## src/pmic_regs_consts.svh

```systemverilog
`ifndef PMIC_REGS_CONSTS_SVH
`define PMIC_REGS_CONSTS_SVH

// register offsets
`define ADDR_DEVICE_CODE_FIELD 8'h00
`define ADDR_VARIANT 8'h01
`define ADDR_SILICON_REVISION 8'h02
`define ADDR_SUMMARY 8'h06
`define ADDR_FAULT_STATUS 8'h08
`define ADDR_FAULT_MASK 8'h09
`define ADDR_FAULT_SENSE 8'h0a

// field positions
`define DEVCODE_LSB 0
`define DEVCODE_MSB 2
`define GROUP_LSB 3
`define GROUP_MSB 7
`define METAL_LSB 0
`define METAL_MSB 2
`define FULL_LSB 3
`define FULL_MSB 5
`define FAB_LSB 6
`define FAB_MSB 7
`define LOWSIDE_BIT 0

// summary bit positions
`define SUM_INPUT 0
`define SUM_BUCK1 1
`define SUM_BUCK2 2
`define SUM_BUCK3 3
`define SUM_LDO 4
`define SUM_BUTTON 5
`define SUM_TEMP 6
`define SUM_MISC 7

// reset values
`define MASK_RESET 1'b1
`define STATUS_RESET 1'b0
`define BYTE_ZERO 8'h00

// timing
`define CLK_PERIOD_NS 20
`define LS_DEBOUNCE_NS 30000
`define LS_DEBOUNCE_CYCLES \
  ((`LS_DEBOUNCE_NS + `CLK_PERIOD_NS - 1) / `CLK_PERIOD_NS)
`define LS_DEBOUNCE_CW 11

`endif

```

## src/pmic_regs_pkg.sv

```systemverilog
package pmic_regs_pkg;

  typedef logic [7:0] byte_t;

  typedef enum logic [2:0]
  {
    sel_none,
    sel_device_code_field,
    sel_variant,
    sel_silicon_revision,
    sel_summary,
    sel_fault_status,
    sel_fault_mask,
    sel_fault_sense
  } reg_sel_t;

endpackage

```

## src/fault_debounce.sv

```systemverilog
`timescale 1ns/10ps
`include "pmic_regs_consts.svh"

module fault_debounce
  import pmic_regs_pkg::*;
(
  input wire logic i_clock,
  input wire logic i_sys_rst,
  input wire logic i_fault,
  output logic o_qualified
);

  localparam logic [`LS_DEBOUNCE_CW-1:0] hold_cycles =
    `LS_DEBOUNCE_CW'(`LS_DEBOUNCE_CYCLES);

  logic [`LS_DEBOUNCE_CW-1:0] count_reg;
  logic [`LS_DEBOUNCE_CW-1:0] count_next;
  logic qualified_reg;
  logic qualified_next;
  wire logic reached = (count_reg == hold_cycles);

  // count while the fault stands, restart when it drops
  assign count_next = !i_fault ? '0 :
    (reached ? count_reg : count_reg + `LS_DEBOUNCE_CW'(1));
  assign qualified_next = i_fault && reached;

  always_ff @(posedge i_clock)
  begin
    if (i_sys_rst)
    begin
      count_reg <= '0;
      qualified_reg <= 1'b0;
    end
    else
    begin
      count_reg <= count_next;
      qualified_reg <= qualified_next;
    end
  end

  assign o_qualified = qualified_reg;

  ////////////////////////////////////////////////////////////////////////////
  // helper run length for checking
  logic [15:0] run_len;
  always_ff @(posedge i_clock)
  begin
    if (i_sys_rst)
      run_len <= '0;
    else if (!i_fault)
      run_len <= '0;
    else if (run_len != 16'hffff)
      run_len <= run_len + 16'h0001;
  end
endmodule

```

## src/sticky_flag.sv

```systemverilog
`timescale 1ns/10ps
`include "pmic_regs_consts.svh"

module sticky_flag
  import pmic_regs_pkg::*;
(
  input wire logic i_clock,
  input wire logic i_sys_rst,
  input wire logic i_set,
  input wire logic i_clear,
  input wire logic i_mask,
  output logic o_flag,
  output logic o_request
);

  logic flag_reg;
  logic flag_next;

  // set wins over a clear in the same cycle
  assign flag_next = i_set | (flag_reg & ~i_clear); // see R14

  always_ff @(posedge i_clock)
  begin
    if (i_sys_rst)
      flag_reg <= `STATUS_RESET;
    else
      flag_reg <= flag_next;
  end

  assign o_flag = flag_reg;
  assign o_request = flag_reg & ~i_mask;
endmodule

```

## src/pmic_id_irq_summary_regs.sv

```systemverilog
`timescale 1ns/10ps
`include "pmic_regs_consts.svh"

// Summary of operation
// three-bit fuse device code, read only
// five-bit fuse part-group code above it
// eight-bit fuse variant code, zero unprogrammed
// metal and full-layer revision fields
// top two bits give fabrication site
// summary bit0 mirrors input-supply status
// bits1-3 OR each buck's status bits
// bit4 ORs all linear regulator status
// bit5 ORs push-button status bits
// bit6 ORs die temperature status bits
// bit7 ORs remaining miscellaneous status bits
// summary read only, resets zero, self-clearing
// low-side bit set after debounce
// low-side bit sticky until host clears
// read or write-one clears it
// unmasked set bit drives irq low
// writes to read-only registers ignored
module pmic_id_irq_summary_regs
  import pmic_regs_pkg::*;
(
  input wire logic i_clock,
  input wire logic i_sys_rst,
  input wire logic [7:0] i_addr,
  input wire logic [7:0] i_wdata,
  input wire logic i_wr,
  input wire logic i_rd,
  output logic [7:0] o_rdata,
  input wire logic [2:0] i_fuse_device_code,
  input wire logic [4:0] i_fuse_part_group,
  input wire logic [7:0] i_fuse_variant,
  input wire logic [2:0] i_fuse_metal_revision,
  input wire logic [2:0] i_fuse_full_mask_revision,
  input wire logic [1:0] i_fuse_fabrication_site,
  input wire logic i_input_supply_status,
  input wire logic [6:0] i_buck_one_other_status,
  input wire logic [7:0] i_buck_two_status,
  input wire logic [7:0] i_buck_three_status,
  input wire logic [7:0] i_linear_regulator_status,
  input wire logic [7:0] i_push_button_status,
  input wire logic [7:0] i_temperature_status,
  input wire logic [7:0] i_misc_status,
  input wire logic i_buck_one_lowside_fault,
  output logic o_irq_out_n
);

  ////////////////////////////////////////////////////////////////////////////
  // address decode

  function automatic reg_sel_t decode(input logic [7:0] addr);
    reg_sel_t sel;
    sel = sel_none;
    unique case (addr)
      `ADDR_DEVICE_CODE_FIELD: sel = sel_device_code_field;
      `ADDR_VARIANT: sel = sel_variant;
      `ADDR_SILICON_REVISION: sel = sel_silicon_revision;
      `ADDR_SUMMARY: sel = sel_summary;
      `ADDR_FAULT_STATUS: sel = sel_fault_status;
      `ADDR_FAULT_MASK: sel = sel_fault_mask;
      `ADDR_FAULT_SENSE: sel = sel_fault_sense;
      default: sel = sel_none;
    endcase
    return sel;
  endfunction

  wire reg_sel_t sel = decode(i_addr);
  wire logic wr_status = i_wr && (sel == sel_fault_status);
  wire logic wr_mask = i_wr && (sel == sel_fault_mask);
  wire logic rd_status = i_rd && (sel == sel_fault_status);

  ////////////////////////////////////////////////////////////////////////////
  // low-side current-limit fault path

  logic lowside_sense;
  logic buck_one_lowside_limit_status;
  logic lowside_request;
  logic mask_reg;
  logic mask_next;

  fault_debounce fault_debounce_inst
  (
    .i_clock(i_clock),
    .i_sys_rst(i_sys_rst),
    .i_fault(i_buck_one_lowside_fault),
    .o_qualified(lowside_sense)
  );

  // a read or a written one clears the bit
  wire logic lowside_clear =
    rd_status || (wr_status && i_wdata[`LOWSIDE_BIT]);

  sticky_flag sticky_flag_inst
  (
    .i_clock(i_clock),
    .i_sys_rst(i_sys_rst),
    .i_set(lowside_sense),
    .i_clear(lowside_clear),
    .i_mask(mask_reg),
    .o_flag(buck_one_lowside_limit_status),
    .o_request(lowside_request)
  );

  // mask is the only field that stores written data; status takes write-one clears
  assign mask_next = wr_mask ? i_wdata[`LOWSIDE_BIT] : mask_reg;

  always_ff @(posedge i_clock)
  begin
    if (i_sys_rst)
      mask_reg <= `MASK_RESET;
    else
      mask_reg <= mask_next;
  end

  // active low interrupt, low while request stands
  assign o_irq_out_n = ~lowside_request;

  ////////////////////////////////////////////////////////////////////////////
  // summary of categories

  wire logic input_supply_summary = i_input_supply_status;
  wire logic buck_one_summary =
    buck_one_lowside_limit_status | (|i_buck_one_other_status);
  wire logic buck_two_summary = |i_buck_two_status;
  wire logic buck_three_summary = |i_buck_three_status;
  wire logic linear_regulator_summary =
    |i_linear_regulator_status;
  wire logic push_button_summary = |i_push_button_status;
  wire logic temperature_summary = |i_temperature_status;
  wire logic misc_summary = |i_misc_status;

  // no storage, so each bit drops when its sources clear
  byte_t summary_value;
  always_comb
  begin
    summary_value = `BYTE_ZERO;
    summary_value[`SUM_INPUT] = input_supply_summary;
    summary_value[`SUM_BUCK1] = buck_one_summary;
    summary_value[`SUM_BUCK2] = buck_two_summary;
    summary_value[`SUM_BUCK3] = buck_three_summary;
    summary_value[`SUM_LDO] = linear_regulator_summary;
    summary_value[`SUM_BUTTON] = push_button_summary;
    summary_value[`SUM_TEMP] = temperature_summary;
    summary_value[`SUM_MISC] = misc_summary;
  end

  ////////////////////////////////////////////////////////////////////////////
  // identification fields, straight from fuses

  byte_t device_identification;
  byte_t silicon_revision;
  byte_t config_variant_code;

  always_comb
  begin
    device_identification = `BYTE_ZERO;
    device_identification[`DEVCODE_MSB:`DEVCODE_LSB] =
      i_fuse_device_code;
    device_identification[`GROUP_MSB:`GROUP_LSB] =
      i_fuse_part_group;
    silicon_revision = `BYTE_ZERO;
    silicon_revision[`METAL_MSB:`METAL_LSB] =
      i_fuse_metal_revision;
    silicon_revision[`FULL_MSB:`FULL_LSB] =
      i_fuse_full_mask_revision;
    silicon_revision[`FAB_MSB:`FAB_LSB] =
      i_fuse_fabrication_site;
    config_variant_code = i_fuse_variant;
  end

  ////////////////////////////////////////////////////////////////////////////
  // read path; writes elsewhere have no target

  byte_t status_byte;
  byte_t mask_byte;
  byte_t sense_byte;
  byte_t read_mux;
  byte_t rdata_reg;
  byte_t rdata_next;

  always_comb
  begin
    status_byte = `BYTE_ZERO;
    status_byte[`LOWSIDE_BIT] = buck_one_lowside_limit_status;
    mask_byte = `BYTE_ZERO;
    mask_byte[`LOWSIDE_BIT] = mask_reg;
    sense_byte = `BYTE_ZERO;
    sense_byte[`LOWSIDE_BIT] = lowside_sense;
  end

  always_comb
  begin
    read_mux = `BYTE_ZERO;
    unique case (sel)
      sel_none: read_mux = `BYTE_ZERO;
      sel_device_code_field: read_mux = device_identification;
      sel_variant: read_mux = config_variant_code;
      sel_silicon_revision: read_mux = silicon_revision;
      sel_summary: read_mux = summary_value;
      sel_fault_status: read_mux = status_byte;
      sel_fault_mask: read_mux = mask_byte;
      sel_fault_sense: read_mux = sense_byte;
    endcase
  end

  // data stand only in the cycle after the read strobe
  assign rdata_next = i_rd ? read_mux : `BYTE_ZERO;

  always_ff @(posedge i_clock)
  begin
    if (i_sys_rst)
      rdata_reg <= `BYTE_ZERO;
    else
      rdata_reg <= rdata_next;
  end

  assign o_rdata = rdata_reg;
endmodule

```

## config.mk

```make
export PLATFORM = sky130hd
export DESIGN_NAME = pmic_id_irq_summary_regs
export DESIGN_NICKNAME = d
export VERILOG_FILES = /design/src/pmic_regs_pkg.sv /design/src/fault_debounce.sv /design/src/sticky_flag.sv /design/src/pmic_id_irq_summary_regs.sv
export VERILOG_INCLUDE_DIRS = /design/src
export SDC_FILE = /design/constraint.sdc
export NUM_CORES = 1
export LEC_CHECK = 0
export BUFFER_PORTS_ARGS = -buffer_cell sky130_fd_sc_hd__buf_2
export CORE_UTILIZATION = 41
export CTS_CLUSTER_DIAMETER = 200
export CTS_CLUSTER_SIZE = 28
export DETAILED_ROUTE_END_ITERATION = 7
export GPL_TIMING_DRIVEN = 0
export PLACE_DENSITY = 0.94
export SLEW_MARGIN = 20
export SYNTH_ARGS = -nofsm -noshare
export SYNTH_HDL_FRONTEND = slang
export SYNTH_SLANG_ARGS = --single-unit
export TNS_END_PERCENT = 10
```

## constraint.sdc

```tcl
create_clock -name i_clock -period 3.1 [get_ports i_clock]
set_clock_uncertainty 0.2 [all_clocks]
set_input_delay 0.62 -clock i_clock [delete_from_list [all_inputs] [get_ports i_clock]]
set_output_delay 0.62 -clock i_clock [all_outputs]
set_load 0.02 [all_outputs]
```

Word-level counts from Yosys, hierarchy flattened. Cells that the tools add are included.

Flip-flop bits (word level): 22. Input port bits: 101. Output and inout port bits: 9. Logic and storage cells: 48.

Add/sub/neg operators: 1. Equal/unequal tests: 14. Muxes and demuxes: 2. Bitwise operators: 9. Reduce and logical (&&, ||, !) cells: 17.

Operators with widths (count): 8-bit one-hot mux with 8 select lines (1); 8-bit OR reduction (6); 8-bit by 4-bit equality test with 1-bit output, second input constant (3); 3-bit one-hot mux with 7 select lines (1); 3-bit equality test, second input constant (4); 11-bit by 1-bit adder with 11-bit output, second input constant (1); 11-bit equality test, second input constant (1); 8-bit by 1-bit equality test with 1-bit output, second input constant (1); 8-bit by 2-bit equality test with 1-bit output, second input constant (1); 8-bit by 3-bit equality test with 1-bit output, second input constant (1); 8-bit logical NOT (1); 7-bit OR reduction (1); 3-bit by 2-bit equality test with 1-bit output, second input constant (2); 1-bit logical AND (5); 1-bit inverter (5); 2-bit OR reduction (2); 3-bit by 1-bit equality test with 1-bit output, second input constant (1); 3-bit logical NOT (1); 1-bit bitwise AND (2); 1-bit bitwise OR (2); 1-bit logical OR (1).

Logic depth before layout (Yosys ltp). Gate-level depths: netlist of run 1.

Word-level depth: 9. Gate-level depth with buffers: 7.

By module. A second synthesis of run 1 with hierarchy kept.

Cells, all modules: 161. Area, all modules: 1362.6 µm².

Modules (own cells, without submodules): pmic_id_irq_summary_regs (instances 1, cells an instance 91, area an instance 739.5 µm²); fault_debounce (instances 1, cells an instance 65, area an instance 578.1 µm²); sticky_flag (instances 1, cells an instance 5, area an instance 45.0 µm²).

Least setup slack after synthesis of run 1. No wires, ideal clock.

Path type: input port to flip-flop. Start point: input port i_addr[5]. End point: register rdata_reg[0] (netlist: o_rdata[0]). Library setup time: 75 ps. Arrival time: 1612 ps. Data required time: 2825 ps. Path slack: 1212 ps. Stages: 4. Buffers on the path: 0. Path through: nor4_2 nor3b_2 a32oi_1 a21oi_1.

Longest elaborated chain between the ends: 4. Elaborated cells between the ends (all ways): 17. Classes of those cells: eq/ne: 13; mux: 2; reduce/logical: 2.

RTL lines: start, declared (RTL line pmic_id_irq_summary_regs.sv:27) `input wire logic [7:0] i_addr,`; 8-bit by 4-bit equality test with 1-bit output, or another cell as far along (RTL line pmic_id_irq_summary_regs.sv:56) `unique case (addr)`; 3-bit one-hot mux with 7 select lines * (RTL line pmic_id_irq_summary_regs.sv:56); 3-bit equality test, or another cell as far along (RTL line pmic_id_irq_summary_regs.sv:196) `unique case (sel)`; 8-bit one-hot mux with 8 select lines * (RTL line pmic_id_irq_summary_regs.sv:196); end signal, assigned (RTL line pmic_id_irq_summary_regs.sv:214) `` rdata_reg <= `BYTE_ZERO; ``; end signal, assigned (RTL line pmic_id_irq_summary_regs.sv:216) `rdata_reg <= rdata_next;`; end, declared (RTL line pmic_id_irq_summary_regs.sv:180) `byte_t rdata_reg;`.

Mark *: on every way between the ends. The rest lies on a longest branch, timed or not. A chain may end at the register's enable or synchronous reset.

Worst setup path in the final report of run 1. Same ends and word-level chain as after synthesis.

==> results of run 1 <==
==> power by group <==
part | total, W | switching (W) | internal [W]
logic | 0.000103 | 0.0000433 | 0.0000599
clock network | 0.000155 | 0.0000838 | 0.0000716
registers | 0.000285 | 0.00000153 | 0.000284
total | 0.000544 | 0.000129 | 0.000415
==> final timing paths <==
path | start | end | slack (ns) | cells after the start
max | i_addr[5] | o_rdata[0] | 1.12 | 5
min | fault_debounce_inst.o_qualified | sticky_flag_inst.o_flag | 0.27 | 2
max reg2reg | fault_debounce_inst.count_reg[0] | fault_debounce_inst.count_reg[1] | 1.33 | 7
min reg2reg | fault_debounce_inst.o_qualified | sticky_flag_inst.o_flag | 0.27 | 2
==> cell type report <==
| type | count | area, sq um | share of cell area (%) |
|---|---|---|---|
| buffer | 7 | 31.3 | 1.65 |
| clock buffer | 4 | 36.3 | 1.91 |
| inverter | 6 | 22.5 | 1.19 |
| multi-input combinational | 123 | 807 | 42.5 |
| sequential | 22 | 440 | 23.2 |
| tap | 44 | 55.1 | 2.90 |
| timing repair buffer | 101 | 505 | 26.6 |
==> synth_stat cells, drive strengths merged (3+ instances only) <==
cell	count	area [sq um]
a21oi	7	35.0
a22oi	8	60.1
and3	3	21.3
buf	5	23.8
dfxtp	22	440
inv	6	22.5
mux2i	10	100
nand2	14	52.6
nand3	5	30.0
nand4	3	18.8
nor2	17	63.8
nor4	17	113
o21ai	4	20.0
o2bb2ai	7	61.3
xnor2	3	26.3
==> cells by family after synthesis <==
logic type	after synthesis	synth area share [%]
and+or+nand+nor	74	31.8
muxes	10	7.69
buffers and inverters	13	4.13
AOI/OAI and AO/OA	32	17.2
DFF	22	33.8
xor gates and xnor gates	5	3.37
adders and majority gates	2	1.92
==> stage by stage <==
step                      power [W]  setup slack (ns)  cells  cell area (sq um)  hold slack, ns
after floorplan            0.000327              1.21    158               1300           0.219
after global placement     0.000390             0.913    303               1860           0.245
after detailed placement   0.000395             0.819    303               1860           0.251
after CTS                  0.000548              1.14    307               1900           0.273
after global routing       0.000573              1.01    307               1900           0.263
final                      0.000544              1.12    307               1900           0.266
==> metal layers <==
layer	global-route usage, %	wire length [microns]
met5	0	0
met4	9.18	38
met3	3.74	243
met2	43.8	1930
met1	27.6	1640
==> tightest hold or removal path, cell delays in order, from the launching register on <==
cell	delay, ns
dfxtp_1	0.34
inv_1	0.05
a21oi_1	0.05
==> flow_summary.ini, run 1 <==
[status]
outcome = finished clean

[sta]
rsz0062_at_grt = false
fin_setup_tns_ns = 0
setup_viol = 0
fin_crit_sh_pct = 63.9
hold_viol = 0
maxSlewHeadroom_pct = 63.2
timing.final.max_slew_violations = 0
fin_crit_ns = 1.98
clock.fmax_ghz = 0.505
tightest_slew_ns = 0.549

[pwr]
leakagePower_nw = 0.845
p_per_area_mw_per_mm2 = 287
ir_worst_vdd_uv = 176

[routing]
routed_wl_mm = 3.84
vias = 1590
first_pass_iters = 4
wire_per_inst_microns = 12.5
drc = 0
ant_nets = 0
vias_per_cell = 5.18
drt_iter0_drc = 52

[synthesis]
synth-edff-count = 0
synth-seq-cells = 22
ys_seq_area_share_pct = 33.8
ys_types = 41
ys.flop_type = dfxtp_1
syn-mean-instance-area_sq_um = 8.24
syn_area_sq_mm = 0.00130
ys_warn_count = 0
syn_inst = 158
async_flop_share_pct = 0
syn_nets = 261

[cts]
cts_resized = 0
clock-sinks = 22
cts.path.max_buffers = 2
cts_hold_buf = 0
clk_pin_slew_ns = 0.12
cts_max_level = 1
postCtsSetupBuffers = 0
numCtsBuffers = 3
root_buffer = clkbuf_4
clk_latency_ns = 0.30
cts_tree = done

[setup_path]
crit_path_end_kind = flip-flop
cp_cell_sequence = buf_2 > nor4_2 > nor3b_2 > a32oi_1 > a21oi_1
crit_type = input port to flip-flop
worstPathArrival_ns = 2.01
cp_num_buf_inv = 1
crit_required_ns = 3.13
slowest_delay_ns = 0.55
path_max_fanout = 8
crit_slowest_cell = nor3b_2
path_delay_family = simple AND/OR/NAND/NOR gates
worstSetupStartpointType = input port

[die]
chipHeight_microns = 58.3
start_util_pct = 43.0
dieWidth_microns = 58.3
die_area_sq_mm = 0.00340
core_area_sq_mm = 0.00303
rows = 20
io_pins = 110

[grt]
grt.overflow.total = 0
grtUsageTotal_pct = 23.8
grt_max_degree = 13
antenna_found_initial = 0
first_global_vias = 1522
grt_first_pass_wirelength_mm = 6.25

[final_layout]
final_cell_mix = 105 x buf_2, 22 x dfxtp_1, 17 x nor2_1
final_util_pct = 62.7
drive_gt1_share_pct = 44.5
fill_cells = 277
final_common_cell = buf_2
largest_reg_flops = 11
nets = 367
antenna-diode-count = 0
area_delta_synth_final_pct = 45.9

[place]
dp_hpwl_mm = 3.21
portBuffers = 101
gp_congestion = 0.793

[run]
drv_cap = 0

[hold_path]
hold_class = flip-flop to flip-flop
Note: power is estimated with default switching activity, not from simulation.
==> run 2, diff against run 1 <==
--- a/config.mk
+++ b/config.mk
@@ -7,12 +7,12 @@
 export NUM_CORES = 1
 export LEC_CHECK = 0
 export BUFFER_PORTS_ARGS = -buffer_cell sky130_fd_sc_hd__buf_2
-export CORE_UTILIZATION = 41
+export CORE_UTILIZATION = 34
 export CTS_CLUSTER_DIAMETER = 200
 export CTS_CLUSTER_SIZE = 28
 export DETAILED_ROUTE_END_ITERATION = 7
 export GPL_TIMING_DRIVEN = 0
-export PLACE_DENSITY = 0.94
+export PLACE_DENSITY = 0.84
 export SLEW_MARGIN = 20
 export SYNTH_ARGS = -nofsm -noshare
 export SYNTH_HDL_FRONTEND = slang
==> constraint.sdc (replaced) <==
create_clock -name i_clock -period 1.68 [get_ports i_clock]
set_clock_uncertainty 0.2 [all_clocks]
set_input_delay 0.336 -clock i_clock [delete_from_list [all_inputs] [get_ports i_clock]]
set_output_delay 0.336 -clock i_clock [all_outputs]
set_load 0.02 [all_outputs]
==> run 2 against run 1 <==
Effect of this change:
- highest routed layer unchanged
- cell count grew 2.3%
- routed wire length increased by 2.1%
- sequential power grew 84%
- via count down 0.50%
- sequential share of layout area down 0.84 points
- the run now ends with design-rule violations left
- global-route usage fell by 4.9 points
- register-to-register slack lost 1.3 ns
- combinational power grew 93%
- largest power group unchanged
==> flow_summary.ini, run 2 (same netlist as run 1, synthesis figures left out) <==
[die]
core_area_sq_mm = 0.00366
rows = 22
start_util_pct = 35.5
dieWidth_microns = 63.9
chipHeight_microns = 63.9
io_pins = 110
die_area_sq_mm = 0.00408

[sta]
finalWorstSetupSlack_ns = 0.0621
timing.final.max_slew_violations = 0
clock.fmax_ghz = 0.618
tightest_slew_ns = 0.454
setup_viol = 0
rsz0062_at_grt = true
hold_viol = 0
fin_crit_ns = 1.62
fin_crit_sh_pct = 96.3
maxSlewHeadroom_pct = 69.7

[place]
portBuffers = 101
pre_cts_slack_ns = -0.278
gp_congestion = 0.847
dpl_cell_area_sq_mm = 0.00187
dp_hpwl_mm = 3.08

[setup_path]
crit_type = flip-flop to flip-flop
reg2reg_slack_ns = 0.06
cp-startpoint = fault_debounce_inst.count_reg[1]
worstPathArrival_ns = 1.57
worstSetupStartpointType = flip-flop
crit_slowest_cell = or4_4
path_max_fanout = 5
r2r_end = fault_debounce_inst.count_reg[1]
slowest_delay_ns = 0.47
reg2reg_from = fault_debounce_inst.count_reg[1]
critPathCapture = fault_debounce_inst.count_reg[1]
crit_required_ns = 1.64
crit_path_end_kind = flip-flop
cp_cell_sequence = inv_1 > ha_1 > nand3b_1 > or4_4 > mux2i_1 > nor2_1
rr_worst_depth = 6

[cts]
cts_tree = done
numCtsBuffers = 3
cts.path.max_buffers = 2
cts_max_level = 1
clk_latency_ns = 0.26
root_buffer = clkbuf_8
cts_hold_buf = 0
clk_pin_slew_ns = 0.09
clock-sinks = 22

[final_layout]
final_cell_mix = 104 x buf_2, 17 x nor2_1, 15 x nor4_1, 15 x dfxtp_1, 14 x nand2_1
fill_cells = 356
final_util_pct = 55.2
stdcell_area_sq_mm = 0.00202
final_common_cell = buf_2
drive_gt1_share_pct = 49.2
nets = 370
area_delta_synth_final_pct = 55.2
antenna-diode-count = 0
largest_reg_flops = 11

[hold_path]
hold_class = input port to flip-flop

[grt]
grt_first_pass_wirelength_mm = 6.29
grt.overflow.total = 0
first_global_vias = 1546
grt_max_degree = 14
grtUsageTotal_pct = 18.9
antenna_found_initial = 0

[pwr]
p_per_area_mw_per_mm2 = 603
leakagePower_nw = 0.889
ir_worst_vdd_uv = 503

[routing]
wire_per_inst_microns = 12.5
vias_per_cell = 5.04
first_pass_iters = 6
vias = 1582
drt_iter0_drc = 44
routed_wl_mm = 3.93
ant_nets = 0
drc = 1

[run]
drv_cap = 0

[status]
outcome = complete, but fails checks
violations = design-rule violations
## run 2: cell types whose count changed in the layout (fill, tap and decap cells not counted), sizes merged
cell / change
bufinv: +1
buf: +3
clkbuf: -1
## run 2: worst min path at each step
stage                     slack (ns)                       to  cells past startpoint                       startpoint
after floorplan                 0.21  sticky_flag_inst.o_flag                      1                        i_sys_rst
after global placement          0.25  sticky_flag_inst.o_flag                      2  fault_debounce_inst.o_qualified
after detailed placement        0.24  sticky_flag_inst.o_flag                      2  fault_debounce_inst.o_qualified
after CTS                       0.04  sticky_flag_inst.o_flag                      2                        i_sys_rst
after global routing            0.04  sticky_flag_inst.o_flag                      2                        i_sys_rst
final                           0.05  sticky_flag_inst.o_flag                      2                        i_sys_rst
## run 2: per-layer routing
metal,vias to the layer above,global-route usage (%),share of wire (%)
li1,807,-,-
met3,4,2.32,4.9
met5,-,0,0
met4,0,5.97,1.2
met2,58,34.6,51
met1,713,22.6,43
## run 2: what timing repair did
item,CTS,global route
endpoints found under the setup margin,4,6
cloned,0,0
resized for setup,12,5
setup buffers,3,1
hold endpoints to repair,0,0
## run 2: through the flow
step	hold slack, ns	TNS [ns]	power (W)	instances
floorplan	0.205	0	0.000604	158
global placement	0.246	-1.34	0.000720	307
detailed placement	0.243	-1.74	0.000726	307
CTS	0.0405	0	0.00122	314
global route	0.0440	-0.0420	0.00127	314
finish	0.0491	0	0.00122	314
## run 2: power by group
part	switching, W	leakage [nW]	internal, W
clock	0.000178	0.0357	0.000318
combinational	0.0000831	0.672	0.000116
sequential	0.00000185	0.181	0.000522
## run 2: cell type report
class	instances	area, sq um	area share [%]
multi-input combinational	123	852	42.2
clock buffer	3	41.3	2.04
tap	48	60.1	2.97
buffer	6	26.3	1.30
clock inverter	1	30.0	1.49
sequential	22	452	22.4
timing repair buffer	105	536	26.5
inverter	6	22.5	1.12
## run 2: critical path: cells and delay by family, from the launching register on
family                   cells  cell delay, ns
adder cells (fa/ha/maj)      1            0.13
buffers and inverters        1            0.05
flip-flops                   1            0.34
multiplexers                 1            0.17
AND/OR/NAND/NOR              3            0.63
==> run 3, diff against run 2 <==
--- a/config.mk
+++ b/config.mk
@@ -12,7 +12,7 @@
 export CTS_CLUSTER_SIZE = 28
 export DETAILED_ROUTE_END_ITERATION = 7
 export GPL_TIMING_DRIVEN = 0
-export PLACE_DENSITY = 0.84
+export PLACE_DENSITY = 0.83
 export SLEW_MARGIN = 20
 export SYNTH_ARGS = -nofsm -noshare
 export SYNTH_HDL_FRONTEND = slang
==> run 3 against run 2 <==
Effect of this change:
- the flow finishes with violations (negative setup slack)
- power is 0.50% lower
- via count is 1.2% lower
- clock power hardly changed
- sequential power hardly changed
- register-to-register slack worse by 0.14 ns
- critical path depth is 1 higher
- routed wire length is 2.4% lower
- final area is 1.1% lower
- global-route usage is 1.1 points higher
- largest power group unchanged
- highest routed layer unchanged
==> flow_summary.ini, run 3 (same netlist as run 1, synthesis figures left out) <==
[routing]
drc = 0
ant_nets = 0
wire_per_inst_microns = 12.3
vias_per_cell = 5.01
routed_wl_mm = 3.83
first_pass_iters = 4
vias = 1563
drt_iter0_drc = 71

[cts]
cts_max_level = 1
clk_latency_ns = 0.27
cts_tree = done
numCtsBuffers = 3
clock-sinks = 22
clk_pin_slew_ns = 0.08
cts.path.max_buffers = 2
root_buffer = clkbuf_8
cts_hold_buf = 0

[final_layout]
antenna-diode-count = 0
drive_gt1_share_pct = 49.2
final_common_cell = buf_2
final_cell_mix = 104 x buf_2, 17 x nor2_1, 15 x nor4_1, 15 x dfxtp_1, 14 x nand2_1
largest_reg_flops = 11
nets = 368
area_delta_synth_final_pct = 53.6

[grt]
grt_first_pass_wirelength_mm = 6.47
grtUsageTotal_pct = 20.0
grt.overflow.total = 0
antenna_found_initial = 0
first_global_vias = 1485
grt_max_degree = 14

[die]
chipHeight_microns = 63.9
rows = 22
start_util_pct = 35.5
core_area_sq_mm = 0.00366
die_area_sq_mm = 0.00408
dieWidth_microns = 63.9
io_pins = 110

[setup_path]
crit_path_end_kind = flip-flop
path_max_fanout = 6
path_delay_family = simple AND/OR/NAND/NOR gates
crit_required_ns = 1.64
worstSetupStartpointType = flip-flop
slowest_delay_ns = 0.44
cp_num_buf_inv = 2
crit_slowest_cell = or4_4
cp_cell_sequence = inv_1 > ha_1 > nand3b_1 > or4_4 > buf_6 > mux2i_1 > nor2_1
crit_type = flip-flop to flip-flop
worstPathArrival_ns = 1.71

[sta]
timing.final.max_slew_violations = 0
maxSlewHeadroom_pct = 69.2
fin_crit_sh_pct = 105
fin_crit_ns = 1.76
fin_setup_tns_ns = -0.141
holdWs_ns = 0.0382
clock.fmax_ghz = 0.569
tightest_slew_ns = 0.461
setup_viol = 3
hold_viol = 0
finalWorstSetupSlack_ns = -0.0778
rsz0062_at_grt = true

[status]
outcome = complete, but fails checks
violations = negative setup slack

[run]
drv_cap = 0

[pwr]
p_per_area_mw_per_mm2 = 607
totalPowerFinal_w = 0.00121
leakagePower_nw = 0.878
ir_worst_vdd_uv = 516

[hold_path]
hold_class = input port to flip-flop

[place]
gp_congestion = 0.811
portBuffers = 101
dp_hpwl_mm = 3.13
==> run 3: final cells by class <==
class / count / area (sq um)
plain buffers: 7 / 37.5
well taps: 48 / 60.1
fillers: 360 / 1660
clock inverters: 1 / 30.0
multi-input cells: 123 / 842
clock buffers: 3 / 41.3
repair buffers: 102 / 513
inverters: 6 / 22.5
flip-flops and latches: 22 / 452
==> run 3: worst paths after layout <==
path                                     from                                to  slack, ns  cells after the start
max reg2reg  fault_debounce_inst.count_reg[0]  fault_debounce_inst.count_reg[1]      -0.08                      7
min reg2reg   fault_debounce_inst.o_qualified           sticky_flag_inst.o_flag       0.27                      2
max          fault_debounce_inst.count_reg[0]  fault_debounce_inst.count_reg[1]      -0.08                      7
min                                 i_sys_rst           sticky_flag_inst.o_flag       0.04                      2
==> run 3: worst register-to-register path, delay by kind of cell, from the launching register on <==
family / cells / cell delay, ns
and+or+nand+nor: 3 / 0.61
DFF: 1 / 0.36
buffers and inverters: 2 / 0.20
adders and majority gates: 1 / 0.15
muxes: 1 / 0.13
==> run 3: report_power, final <==
| part | switching (W) | total, W | internal, W |
|---|---|---|---|
| sequential | 0.00000282 | 0.000526 | 0.000523 |
| clock | 0.000176 | 0.000495 | 0.000318 |
| combinational | 0.0000798 | 0.000192 | 0.000112 |
| total | 0.000259 | 0.00121 | 0.000953 |
==> run 3: timing repair <==
item / 4_1_cts / 5_1_grt
setup buffers: 1 / 0
gates resized for setup: 8 / 8
endpoints found under the setup margin: 2 / 13
==> run 3: metrics by stage <==
stage	std cells	cell area (sq um)	setup WS [ns]	utilization, %
floorplan	158	1300	0.0293	-
global placement	307	1870	-0.257	51.0
detailed placement	307	1870	-0.270	51.0
CTS	312	1960	0.000306	53.5
global route	312	2000	-0.160	54.6
finish	312	2000	-0.0778	54.6
==> run 3: metal layers <==
metal | vias up | GRT usage, % | share of wire (%)
met5 | - | 0 | 0
met4 | 0 | 5.40 | 1.2
met3 | 6 | 5.36 | 6.0
met2 | 59 | 33.6 | 49
met1 | 695 | 24.9 | 44
li1 | 803 | - | -
